$ cat src/ssac_pkg.sv
// Package for the single-slope converter control block.
// Assumes an AHB-Lite master with 32-bit word accesses; one register per word.
package ssac_pkg;

  // Register indices; byte address is four times the index
  localparam logic [5:0] ANALOG_CONTROL_IDX = 6'h1D;
  localparam logic [5:0] STATUS_IDX         = 6'h1E;
  localparam logic [5:0] CHANNEL_IDX        = 6'h1F;
  localparam logic [5:0] REFERENCE_IDX      = 6'h20;
  localparam logic [5:0] MISC_IDX           = 6'h0B;
  localparam logic [5:0] CAPTURE_HIGH_IDX   = 6'h14;
  localparam logic [5:0] CAPTURE_LOW_IDX    = 6'h15;

  // Field positions in the status, reference and misc registers, plus the control register's upper mode bit
  localparam int FLAG_BIT         = 7;
  localparam int FLAG_CLEAR_BIT   = 6;
  localparam int SUPPLY_REF_BIT   = 1;
  localparam int BIAS_REF_BIT     = 0;
  localparam int CAPTURE_SRC_BIT  = 2;
  localparam int MODE_HIGH_BIT    = 6;

  // Reset values
  localparam logic [7:0] ANALOG_CONTROL_RST = 8'h00;
  localparam logic [7:0] CHANNEL_RST        = 8'h00;
  localparam logic [1:0] REFERENCE_RST      = 2'h0;
  localparam logic [15:0] CAPTURE_RST       = 16'h0000;

  // Synchroniser depth for pin inputs
  localparam int SYNC_STAGES = 2;

  typedef enum logic [1:0] {
    SSAC_MODE_MANUAL      = 2'b00,
    SSAC_MODE_AUTO_DISCH  = 2'b01,
    SSAC_MODE_OVERFLOW    = 2'b10,
    SSAC_MODE_COMPARE     = 2'b11
  } ssac_mode_t;

  typedef struct packed {
    logic       charge_select;
    ssac_mode_t conversion_mode;
    logic       capture_from_comparator;
    logic       comparator_irq_enable;
    logic       spare;
    logic       comparator_power_enable;
    logic       current_source_enable;
  } ssac_ctrl_t;

endpackage : ssac_pkg

$ cat src/ssac_sync.sv
// Two-flop synchroniser for a group of asynchronous pin levels.
// Assumes the levels are slow against hclk; no pulse is stretched here.
`timescale 1ns/1ps
`default_nettype none
module ssac_sync #(
  parameter int WIDTH = 3
) (
  input  wire logic             hclk,
  input  wire logic             hresetn,
  input  wire logic [WIDTH-1:0] async_in,
  output var  logic [WIDTH-1:0] sync_out
);

  logic [WIDTH-1:0] meta;

  if (WIDTH < 1) begin : g_bad_width
    $error("ssac_sync: WIDTH must be at least 1");
  end

  // First stage feeds only the second
  always_ff @(posedge hclk or negedge hresetn) begin
    if (!hresetn) begin
      meta     <= '0;
      sync_out <= '0;
    end else begin
      meta     <= async_in;
      sync_out <= meta;
    end
  end

endmodule : ssac_sync
`default_nettype wire

$ cat src/ssac_top.sv
// Single-slope converter control: switch matrix, ramp control, flag, capture routing.
// Assumes an AHB-Lite master, a timer on hclk giving event pulses and a count,
// and analog pins (comparator output, capture pin, serial clock) from outside.
// What this block does
// - each channel bit connects its analog input to the bus, else high impedance
// - with no channel bits, supply or bias reference alone connects to the bus
// - control register at index 1D, cleared on reset, analog parts powered down
// - charge select forced clear when source disabled; reads show discharge state
// - writing one to charge select sources current if source enabled
// - writing zero to charge select stops charging and starts discharging
// - two mode bits pick four modes, ignored when source disabled, reset manual
// - source disabled means neither sourcing nor sinking at the ramp pin
// - mode 0 sources when charge select set, sinks when clear, software only
// - mode 1 also clears charge select when comparator flag becomes set
// - mode 2 starts sourcing at next timer overflow while sinking
// - mode 3 starts sourcing at next timer compare while sinking
// - modes 2 and 3 start sinking at next timer capture while sourcing
// - in timer modes charge select changes on designated timer events and on software writes
// - capture routing set takes trigger from flag, clear from capture pin
// - capture routing set by hardware when upper mode bit written, resets zero
// - comparator capture latches timer count into 16-bit capture buffer
// - capture source select bit 2 picks serial clock line regardless of routing
// - comparator flag set and held once positive input exceeds negative
// - writing one to flag clear clears flag; zero ignored; reads as zero
// - clearing source enable disables source and discharge at once
// - irq enable gates interrupt request from comparator flag, resets zero
`timescale 1ns/1ps
`default_nettype none
module ssac_top #(
  parameter int CHANNELS = 8
) (
  input  wire logic                hclk,
  input  wire logic                hresetn,
  input  wire logic                hsel,
  input  wire logic [31:0]         haddr,
  input  wire logic [1:0]          htrans,
  input  wire logic                hwrite,
  input  wire logic [2:0]          hsize,
  input  wire logic [31:0]         hwdata,
  input  wire logic                hready,
  output var  logic [31:0]         hrdata,
  output var  logic                hreadyout,
  output var  logic                hresp,
  input  wire logic                comparator_out,
  input  wire logic                external_capture_pin,
  input  wire logic                serial_clock_line,
  input  wire logic                timer_overflow_event,
  input  wire logic                timer_compare_event,
  input  wire logic                timer_capture_event,
  input  wire logic [15:0]         timer_count,
  output var  logic [CHANNELS-1:0] channel_connect,
  output var  logic                supply_ref_connect,
  output var  logic                bias_ref_connect,
  output var  logic                ramp_source_on,
  output var  logic                ramp_sink_on,
  output var  logic                comparator_power,
  output var  logic                capture_trigger,
  output var  logic                comparator_irq
);

  ssac_pkg::ssac_ctrl_t  ctrl;
  ssac_pkg::ssac_ctrl_t  next_ctrl;
  logic [CHANNELS-1:0]   channel_switch;
  logic [1:0]            reference_select;
  logic                  capture_source_select;
  logic                  comparator_flag;
  logic                  next_comparator_flag;
  logic                  flag_prev;
  logic [15:0]           capture_time;
  logic                  trigger_prev;
  logic                  overflow_prev;
  logic                  compare_prev;
  logic                  capture_prev;
  logic                  overflow_pulse;
  logic                  compare_pulse;
  logic                  capture_pulse;
  logic [2:0]            pins_sync;
  logic                  comparator_sync;
  logic                  capture_pin_sync;
  logic                  serial_clock_sync;
  logic                  dp_valid;
  logic                  dp_write;
  logic [5:0]            dp_index;
  logic                  rd_pending;
  logic                  addr_accept;
  logic                  addr_mapped;
  logic                  wr_ctrl;
  logic                  wr_status;
  logic                  wr_channel;
  logic                  wr_reference;
  logic                  wr_misc;
  logic [7:0]            read_value;

  if (CHANNELS < 1 || CHANNELS > 8) begin : g_bad_channels
    $error("ssac_top: CHANNELS must be 1 to 8");
  end

  // Pins are asynchronous to hclk
  ssac_sync #(
    .WIDTH (3)
  ) u_pin_sync (
    .hclk     (hclk),
    .hresetn  (hresetn),
    .async_in ({serial_clock_line, external_capture_pin, comparator_out}),
    .sync_out (pins_sync)
  );

  assign comparator_sync   = pins_sync[0];
  assign capture_pin_sync  = pins_sync[1];
  assign serial_clock_sync = pins_sync[2];

  // AHB-Lite address phase
  assign addr_accept = hsel && htrans[1] && hready;
  assign addr_mapped = (haddr[31:8] == 24'h000000);

  always_ff @(posedge hclk or negedge hresetn) begin
    if (!hresetn) begin
      dp_valid <= 1'b0;
      dp_write <= 1'b0;
      dp_index <= 6'h00;
    end else if (hready) begin
      dp_valid <= addr_accept && addr_mapped;
      dp_write <= addr_accept && hwrite;
      dp_index <= haddr[7:2];
    end
  end

  // Reads take one wait state so a write just before is already visible
  always_ff @(posedge hclk or negedge hresetn) begin
    if (!hresetn) begin
      rd_pending <= 1'b0;
      hreadyout  <= 1'b1;
      hrdata     <= 32'h00000000;
      hresp      <= 1'b0;
    end else begin
      hresp <= 1'b0;
      if (addr_accept && !hwrite) begin
        rd_pending <= 1'b1;
        hreadyout  <= 1'b0;
      end else if (rd_pending) begin
        rd_pending <= 1'b0;
        hreadyout  <= 1'b1;
        hrdata     <= {24'h000000, read_value};
      end
    end
  end

  assign wr_ctrl      = dp_valid && dp_write && (dp_index == ssac_pkg::ANALOG_CONTROL_IDX);
  assign wr_status    = dp_valid && dp_write && (dp_index == ssac_pkg::STATUS_IDX);
  assign wr_channel   = dp_valid && dp_write && (dp_index == ssac_pkg::CHANNEL_IDX);
  assign wr_reference = dp_valid && dp_write && (dp_index == ssac_pkg::REFERENCE_IDX);
  assign wr_misc      = dp_valid && dp_write && (dp_index == ssac_pkg::MISC_IDX);

  // Unmapped reads return zero
  always_comb begin
    read_value = 8'h00;
    if (!dp_valid) begin
      read_value = 8'h00;
    end else if (dp_index == ssac_pkg::ANALOG_CONTROL_IDX) begin
      read_value = ctrl;
    end else if (dp_index == ssac_pkg::STATUS_IDX) begin
      read_value[ssac_pkg::FLAG_BIT] = comparator_flag;
    end else if (dp_index == ssac_pkg::CHANNEL_IDX) begin
      read_value[CHANNELS-1:0] = channel_switch;
    end else if (dp_index == ssac_pkg::REFERENCE_IDX) begin
      read_value[1:0] = reference_select;
    end else if (dp_index == ssac_pkg::MISC_IDX) begin
      read_value[ssac_pkg::CAPTURE_SRC_BIT] = capture_source_select;
    end else if (dp_index == ssac_pkg::CAPTURE_HIGH_IDX) begin
      read_value = capture_time[15:8];
    end else if (dp_index == ssac_pkg::CAPTURE_LOW_IDX) begin
      read_value = capture_time[7:0];
    end
  end

  always_ff @(posedge hclk or negedge hresetn) begin
    if (!hresetn) begin
      overflow_prev <= 1'b0;
      compare_prev  <= 1'b0;
      capture_prev  <= 1'b0;
    end else begin
      overflow_prev <= timer_overflow_event;
      compare_prev  <= timer_compare_event;
      capture_prev  <= timer_capture_event;
    end
  end

  assign overflow_pulse = timer_overflow_event && !overflow_prev;
  assign compare_pulse  = timer_compare_event && !compare_prev;
  assign capture_pulse  = timer_capture_event && !capture_prev;

  // Comparator flag; a set in the clearing cycle wins
  always_comb begin
    next_comparator_flag = comparator_flag;
    if (wr_status && hwdata[ssac_pkg::FLAG_CLEAR_BIT]) begin
      next_comparator_flag = 1'b0;
    end
    if (comparator_sync) begin
      next_comparator_flag = 1'b1;
    end
  end

  always_ff @(posedge hclk or negedge hresetn) begin
    if (!hresetn) begin
      comparator_flag <= 1'b0;
      flag_prev       <= 1'b0;
    end else begin
      comparator_flag <= next_comparator_flag;
      flag_prev       <= comparator_flag;
    end
  end

  // Control register and hardware sequencing
  always_comb begin
    next_ctrl = ctrl;
    if (wr_ctrl) begin
      next_ctrl       = ssac_pkg::ssac_ctrl_t'(hwdata[7:0]);
      next_ctrl.spare = 1'b0;
      if (hwdata[ssac_pkg::MODE_HIGH_BIT]) begin
        next_ctrl.capture_from_comparator = 1'b1;
      end
    end
    // mode has effect only when enabled
    if (next_ctrl.current_source_enable) begin
      case (next_ctrl.conversion_mode)
        ssac_pkg::SSAC_MODE_MANUAL: begin
          next_ctrl.charge_select = next_ctrl.charge_select;
        end
        ssac_pkg::SSAC_MODE_AUTO_DISCH: begin
          if (comparator_flag && !flag_prev) begin
            next_ctrl.charge_select = 1'b0;
          end
        end
        // overflow starts ramp; capture ends it; holds otherwise
        ssac_pkg::SSAC_MODE_OVERFLOW: begin
          if (!ctrl.charge_select && overflow_pulse) begin
            next_ctrl.charge_select = 1'b1;
          end else if (ctrl.charge_select && capture_pulse) begin
            next_ctrl.charge_select = 1'b0;
          end
        end
        // compare starts ramp; capture ends it; holds otherwise
        ssac_pkg::SSAC_MODE_COMPARE: begin
          if (!ctrl.charge_select && compare_pulse) begin
            next_ctrl.charge_select = 1'b1;
          end else if (ctrl.charge_select && capture_pulse) begin
            next_ctrl.charge_select = 1'b0;
          end
        end
        default: begin
          next_ctrl.charge_select = 1'b0;
        end
      endcase
    end else begin
      next_ctrl.charge_select = 1'b0;
    end
  end

  always_ff @(posedge hclk or negedge hresetn) begin
    if (!hresetn) begin
      ctrl <= ssac_pkg::ssac_ctrl_t'(ssac_pkg::ANALOG_CONTROL_RST);
    end else begin
      ctrl <= next_ctrl;
    end
  end

  // Switch matrix and reference selection
  always_ff @(posedge hclk or negedge hresetn) begin
    if (!hresetn) begin
      channel_switch        <= ssac_pkg::CHANNEL_RST[CHANNELS-1:0];
      reference_select      <= ssac_pkg::REFERENCE_RST;
      capture_source_select <= 1'b0;
    end else begin
      if (wr_channel) begin
        channel_switch <= hwdata[CHANNELS-1:0];
      end
      if (wr_reference) begin
        reference_select <= hwdata[1:0];
      end
      if (wr_misc) begin
        capture_source_select <= hwdata[ssac_pkg::CAPTURE_SRC_BIT];
      end
    end
  end

  genvar ch;
  generate
    for (ch = 0; ch < CHANNELS; ch++) begin : g_switch
      always_ff @(posedge hclk or negedge hresetn) begin
        if (!hresetn) begin
          channel_connect[ch] <= 1'b0;
        end else begin
          channel_connect[ch] <= channel_switch[ch];
        end
      end
    end
  endgenerate

  // reference only on idle bus, one alone
  always_ff @(posedge hclk or negedge hresetn) begin
    if (!hresetn) begin
      supply_ref_connect <= 1'b0;
      bias_ref_connect   <= 1'b0;
    end else begin
      supply_ref_connect <= (channel_switch == '0)
                            && reference_select[ssac_pkg::SUPPLY_REF_BIT]
                            && !reference_select[ssac_pkg::BIAS_REF_BIT];
      bias_ref_connect   <= (channel_switch == '0)
                            && reference_select[ssac_pkg::BIAS_REF_BIT]
                            && !reference_select[ssac_pkg::SUPPLY_REF_BIT];
    end
  end

  // Ramp drive follows the stored register, one cycle behind
  always_ff @(posedge hclk or negedge hresetn) begin
    if (!hresetn) begin
      ramp_source_on   <= 1'b0;
      ramp_sink_on     <= 1'b0;
      comparator_power <= 1'b0;
      comparator_irq   <= 1'b0;
    end else begin
      ramp_source_on   <= ctrl.current_source_enable && ctrl.charge_select;
      ramp_sink_on     <= ctrl.current_source_enable && !ctrl.charge_select;
      comparator_power <= ctrl.comparator_power_enable;
      comparator_irq   <= comparator_flag && ctrl.comparator_irq_enable;
    end
  end

  // Capture source selection
  always_ff @(posedge hclk or negedge hresetn) begin
    if (!hresetn) begin
      capture_trigger <= 1'b0;
    end else if (capture_source_select) begin
      capture_trigger <= serial_clock_sync;
    end else if (ctrl.capture_from_comparator) begin
      capture_trigger <= comparator_flag;
    end else begin
      capture_trigger <= capture_pin_sync;
    end
  end

  always_ff @(posedge hclk or negedge hresetn) begin
    if (!hresetn) begin
      trigger_prev <= 1'b0;
      capture_time <= ssac_pkg::CAPTURE_RST;
    end else begin
      trigger_prev <= capture_trigger;
      if (capture_trigger && !trigger_prev) begin
        capture_time <= timer_count;
      end
    end
  end

endmodule : ssac_top
`default_nettype wire

$ cat config.mk
export PLATFORM = sky130hd
export DESIGN_NAME = ssac_top
export DESIGN_NICKNAME = d
export VERILOG_FILES = /design/src/ssac_pkg.sv /design/src/ssac_sync.sv /design/src/ssac_top.sv
export SDC_FILE = /design/constraint.sdc
export NUM_CORES = 1
export LEC_CHECK = 0
export BUFFER_PORTS_ARGS = -buffer_cell sky130_fd_sc_hd__buf_2
export CELL_PAD_IN_SITES_DETAIL_PLACEMENT = 0
export CELL_PAD_IN_SITES_GLOBAL_PLACEMENT = 1
export CORE_MARGIN = 5
export CORE_UTILIZATION = 39
export DETAILED_ROUTE_END_ITERATION = 8
export PLACE_DENSITY = 0.95
export SLEW_MARGIN = 20
export SYNTH_ARGS = -nofsm -noshare
export SYNTH_HDL_FRONTEND = slang
export SYNTH_SLANG_ARGS = --single-unit
$ cat constraint.sdc
create_clock -name hclk -period 5.1 [get_ports hclk]
set_input_delay 0.255 -clock hclk [delete_from_list [all_inputs] [get_ports hclk]]
set_output_delay 0.255 -clock hclk [all_outputs]
set_load 0.05 [all_outputs]
# Word level (Yosys, flattened, before mapping)
# Cells that the tools add are included.
# totals
register_bits	79
latchBits	0
ram_bits	0
rom_bits	0
input_bits	96
out_inout_bits	49
elab_cells	119
mem_count	0
# op_classes
add_sub_neg	0
mul	0
div	0
n_lt_le_gt_ge	0
eq_ne	10
shift	0
muxes	27
n_bitwise	1
n_reduce_logical	42
# ops
cell	count
2-to-1 mux 8 bit	6
equality test 6 x 5 -> 1 bit, second input constant	5
logical AND 1 bit	27
zero test 24 bit	1
2-to-1 mux 1 bit	15
zero test 1 bit	9
zero test 8 bit	1
2-to-1 mux 7 bit	1
equality test 6 x 4 -> 1 bit, second input constant	1
equality test 6 bit, second input constant	1
2-to-1 mux 6 bit	1
2-to-1 mux 5 bit	1
equality test 2 bit, second input constant	2
2-to-1 mux 2 bit	2
one-hot mux 1 bit (4 select lines)	1
nonzero test 2 bit	2
equality test 2 x 1 -> 1 bit, second input constant	1
zero test 2 bit	1
AND reduction 2 bit	1
NOT 1 bit	1

# Logic depth before layout (Yosys ltp)
# logic_depth
ltp_word	9
ltp_mapped	6
ltp_nobuf	5

# Cells and area by module
# From an unflattened synthesis, not the netlist that was laid out.
# hier_totals
cells_unflattened	273
hier_area_um2	3443.3
# by_module_without_submodules
module	instances	cells_per_inst	area_per_inst_um2	seq_area_each_um2
ssac_top	1	267	3293.2	1828.0
ssac_sync	1	6	150.1	150.1

# Worst setup path before layout
# Ideal clock, no wire load.
# synth_path
path_kind	reg2reg
startpoint	register capture_trigger
endpoint	register capture_time[10]
setup_time_ps	125
arrival_time_ps	1774
required_time_ps	4975
slack_ps	3202
stages_incl_launch_ff	5
period_less_slack_ps	1898
cell_sequence	dfrtp_1 -> nor2b_1 -> clkbuf_1 -> buf_1 -> mux2_2
# synth_via
elab_chain_len	1
# synth_lines
item	line	rtl
start: declaration	ssac_top.sv:57	output var logic capture_trigger,
start signal: assignment	ssac_top.sv:334	capture_trigger <= serial_clock_sync;
start signal: assignment	ssac_top.sv:336	capture_trigger <= comparator_flag;
start signal: assignment	ssac_top.sv:338	capture_trigger <= capture_pin_sync;
logical AND 1 bit	ssac_top.sv:348	if (capture_trigger && !trigger_prev) begin
end signal: assignment	ssac_top.sv:345	capture_time <= ssac_pkg::CAPTURE_RST;
end signal: assignment	ssac_top.sv:349	capture_time <= timer_count;
end: declaration	ssac_top.sv:69	logic [15:0] capture_time;
# Every way passes these cells.
# A chain may end at the register's enable or synchronous reset.

# Worst setup path in the final report
# layout_path
startpoint	register dp_index[3]
endpoint	register hrdata[1]
# layout_via
elab_chain_len	9
elab_cells_between_ends	15
cone_classes	eq/ne: 7; mux: 8
# layout_lines
item	line	rtl
start: declaration	ssac_top.sv:83	logic [5:0] dp_index;
start signal: assignment	ssac_top.sv:124	dp_index <= haddr[7:2];
equality test 6 x 5 -> 1 bit	ssac_top.sv:171	end else if (dp_index == ssac_pkg::CAPTURE_LOW_IDX) begin
2-to-1 mux 8 bit	ssac_top.sv:171	
2-to-1 mux 8 bit	ssac_top.sv:169	end else if (dp_index == ssac_pkg::CAPTURE_HIGH_IDX) begin
2-to-1 mux 2 bit	ssac_top.sv:167	end else if (dp_index == ssac_pkg::MISC_IDX) begin
2-to-1 mux 2 bit	ssac_top.sv:165	end else if (dp_index == ssac_pkg::REFERENCE_IDX) begin
2-to-1 mux 8 bit	ssac_top.sv:163	end else if (dp_index == ssac_pkg::CHANNEL_IDX) begin
2-to-1 mux 7 bit	ssac_top.sv:161	end else if (dp_index == ssac_pkg::STATUS_IDX) begin
2-to-1 mux 8 bit (*)	ssac_top.sv:159	end else if (dp_index == ssac_pkg::ANALOG_CONTROL_IDX) begin
2-to-1 mux 8 bit (*)	ssac_top.sv:157	if (!dp_valid) begin
end signal: assignment	ssac_top.sv:143	hrdata <= {24'h000000, read_value};
end: declaration	ssac_top.sv:41	output var logic [31:0] hrdata,
# Every way passes the cells marked *; elsewhere a longest branch is shown, timed or not.

==> flow_metrics.py <==
metrics = {
    "status": {
        "status": "complete, but fails checks",
        "violations": "negative hold slack",
    },
    "layout": {
        "drive_gt1_frac": 0.407,
        "final_cells": 479,
        "utilization": 0.476,
        "area_growth_pct": 20.3,
        "nets": 463,
        "n_antenna_cell": 0,
    },
    "critical_path": {
        "crit_buf_inv": 0,
        "cp_cell_sequence": "nand4bb_1, nor3_1, a21oi_1, o2bb2ai_1, o221ai_1",
        "crit_family": "simple AND/OR/NAND/NOR gates",
        "cp-end-kind": "register",
        "crit_slowest_cell": "nor3_1",
        "reg2reg_from": "dp_index[3]$_DFFE_PN0P_",
        "slowest_delay_ns": 0.70,
        "reg2reg_depth": 5,
        "required_ns": 5.35,
        "crit_arrival_ns": 2.25,
        "crit_type": "register to register",
        "timing.rr.end": "hrdata[1]$_DFFE_PN0P_",
        "reg2reg_slack_ns": 3.10,
        "cp-start-kind": "register",
        "crit_fanout": 8,
    },
    "clock_tree": {
        "cts_tree": "done",
        "post-cts-setup-buffers": 0,
        "cts.sinks": 79,
        "root_buffer": "clkbuf_8",
        "clk_path_buf_depth": 2,
        "cts_made_buffers": 9,
        "cts_htree_levels": 3,
        "clkSlewWorstSetupHoldPaths_ns": 0.08,
        "clk_latency_ns": 0.34,
    },
    "route": {
        "drt_wl_total_um": 7740,
        "vias_per_cell": 5.01,
        "drcViolationCount": 0,
        "ant_nets": 0,
        "firstDrtPassIters": 5,
        "wl_per_cell_um": 16.2,
        "first_iter_violations": 139,
        "dr_total_vias": 2400,
    },
    "place": {
        "gp_congestion": 0.857,
        "io_buffers": 89,
        "dp.cells": 461,
        "dpl.hpwl_um": 5980,
        "place_ws_ns": 3.10,
    },
    "sta": {
        "rsz0062_at_grt": "false",
        "hold_ws_ns": -0.0685,
        "skew_ns": 0.00720,
        "setup_violations": 0,
        "fin_crit_ns": 2.00,
        "worstMarginPinSlew_ns": 0.886,
        "fin_ws_ns": 3.10,
        "fmaxAchievable_mhz": 501,
        "finalMaxSlewViolations": 0,
        "min_period_over_period": 0.392,
        "setup_tns_ns": 0,
        "slew_headroom": 0.405,
        "finalHoldViolCount": 78,
    },
    "power_and_ir_drop": {
        "pwr-share-comb": 0.126,
        "swShare": 0.269,
        "p_seq_frac": 0.534,
        "netSwitchingPower_uw": 347,
        "max-vdd-ir-drop_v": 0.000112,
        "p_int_uw": 945,
        "power_frac_clock": 0.340,
        "power.density_mw_per_mm2": 314,
        "power.leakage_nw": 2.03,
    },
    "floorplan": {
        "die_w_um": 104,
        "dieArea_mm2": 0.0107,
        "fp.dieH_um": 104,
        "initial_utilization": 0.396,
        "core_area_mm2": 0.00864,
        "io_pins": 145,
        "std_cell_rows": 34,
    },
    "logic_synthesis": {
        "ys_seq_area_frac": 0.578,
        "synth_seq_cells": 79,
        "async_reset_ff_frac": 1.00,
        "syn_avg_cell_area_um2": 12.7,
        "synth_edf_count": 0,
        "yosysWarningCount": 0,
        "synth-main-ff-cell": "dfrtp_1",
        "synthCells": 270,
        "yosys.cell_types.count": 50,
        "syn_area_mm2": 0.00342,
    },
    "worst_hold_path": {
        "min_path_type": "input port to async pin",
    },
    "global_route": {
        "grt_pass1_wl_um": 12800,
        "grt_overflow": 0,
        "grt_max_degree": 80,
        "antenna_found_initial": 0,
        "grt_pass1_vias": 2527,
        "grt_use_total": 0.147,
    },
    "run": {
        "max-cap-violations": 0,
    },
}
cell families after synthesis:
| logic type | synth area share |
|---|---|
| flops | 0.578 |
| mux | 0.132 |
| simple gates | 0.138 |
| other cells | 0.00110 |
| xor+xnor | 0.00256 |
| compound gates | 0.0827 |
| buf+inv | 0.0658 |
cell type report:
class                           count  area [µm²]
Clock buffer                       13         179
Clock inverter                      2        13.8
Fill cell                         788        4520
Inverter                            3        11.3
Multi-Input combinational cell    181        1310
Sequential cell                    79        1980
Tap cell                          108         135
Timing Repair Buffer               93         489
per-layer routing:
layer / routed length (µm) / part of all wire / global-route usage / vias to the layer above
li1: - / - / - / 1126
met1: 3070 / 0.40 / 0.188 / 1163
met2: 3970 / 0.51 / 0.241 / 100
met3: 598 / 0.077 / 0.0454 / 11
met4: 104 / 0.013 / 0.0426 / 0
met5: 0 / 0 / 0 / -
per-stage QoR:
step	hold slack [ns]	power (mW)	instance area, µm²
floorplan	-0.0406	0.818	3510
global placement	0.335	0.859	3890
detailed placement	0.339	0.866	3890
CTS	0.00259	1.31	4090
global route	0.00575	1.35	4110
finish	-0.0685	1.29	4110
flip-flops by register name, indices dropped and copies added (netlist names), 2 cells and up:
name                 count
capture_time            16
channel_connect          8
channel_switch           8
hrdata                   8
ctrl                     7
dp_index                 6
u_pin_sync.meta          3
u_pin_sync.sync_out      3
reference_select         2
power groups by stage:
stage | combinational [mW] | clock, mW | sequential, mW
2_1_floorplan | 0.107 | 0 | 0.711
4_1_cts | 0.164 | 0.451 | 0.691
3_5_place_dp | 0.163 | 0 | 0.703
6_report | 0.163 | 0.439 | 0.690
3_3_place_gp | 0.159 | 0 | 0.700
5_1_grt | 0.176 | 0.480 | 0.696
Yosys cell counts (2+ instances only):
| cell | instances | area share |
|---|---|---|
| and2_1 | 3 | 0.0055 |
| inv_1 | 3 | 0.0033 |
| a22oi_1 | 6 | 0.013 |
| mux2i_1 | 2 | 0.0059 |
| nor2_1 | 12 | 0.013 |
| dfrtp_1 | 78 | 0.57 |
| nor3b_1 | 2 | 0.0044 |
| o211ai_1 | 4 | 0.0088 |
| nand4bb_1 | 2 | 0.0066 |
| nor2b_1 | 2 | 0.0037 |
| nand2b_1 | 4 | 0.0073 |
| nor3_1 | 5 | 0.0073 |
| nand2_1 | 15 | 0.016 |
| nand4_1 | 2 | 0.0037 |
| o2bb2ai_1 | 2 | 0.0051 |
| a22o_1 | 3 | 0.0077 |
| nand4b_4 | 2 | 0.014 |
| o22ai_1 | 2 | 0.0037 |
| a31oi_1 | 3 | 0.0055 |
| mux2_2 | 37 | 0.12 |
| a211oi_1 | 2 | 0.0044 |
| o21ai_0 | 6 | 0.0088 |
| nand3_1 | 7 | 0.010 |
| clkbuf_1 | 2 | 0.0022 |
| nor4_1 | 8 | 0.015 |
| buf_2 | 3 | 0.0044 |
| buf_4 | 25 | 0.055 |
| a21oi_1 | 6 | 0.0088 |
timing repair:
item / 4_1_cts / 5_1_grt
hold buffers: 1 / 2
resized for setup: 0 / 0
endpoints found under the hold margin: 1 / 2
cells in the final DEF (no fill, tap or decap), types with 2 or more instances in the layout:
master          n
o211ai_1        4
mux2_2         37
and2_1          3
nand2_1        15
nand3_1         7
dlygate4sd3_1   3
a31oi_1         3
nor2_1         12
nand2b_1        4
nand4bb_1       2
o2bb2ai_1       2
nor3_1          5
o22ai_1         2
o21ai_0         6
nor2b_1         2
a22o_1          3
nor3b_1         2
clkbuf_8       13
a22oi_1         6
inv_1           3
nor4_1          8
dfrtp_1        78
nand4_1         2
buf_2          88
a211oi_1        2
conb_1         25
mux2i_1         2
nand4b_4        2
a21oi_1         6
how the worst max path moves through the flow:
| stage | cells past startpoint | slack [ns] | start | end |
|---|---|---|---|---|
| 5_1_grt | 5 | 2.87 | dp_index[3]$_DFFE_PN0P_ | hrdata[0]$_DFFE_PN0P_ |
| 6_report | 5 | 3.10 | dp_index[3]$_DFFE_PN0P_ | hrdata[1]$_DFFE_PN0P_ |
| 2_1_floorplan | 4 | 3.20 | capture_trigger$_DFF_PN0_ | capture_time[10]$_DFFE_PN0P_ |
| 3_3_place_gp | 4 | 3.21 | dp_index[3]$_DFFE_PN0P_ | reference_select[1]$_DFFE_PN0P_ |
| 3_5_place_dp | 5 | 3.10 | dp_index[3]$_DFFE_PN0P_ | hrdata[1]$_DFFE_PN0P_ |
| 4_1_cts | 5 | 3.09 | dp_index[3]$_DFFE_PN0P_ | hrdata[1]$_DFFE_PN0P_ |
No activity file was read; power rests on OpenSTA's default activity.
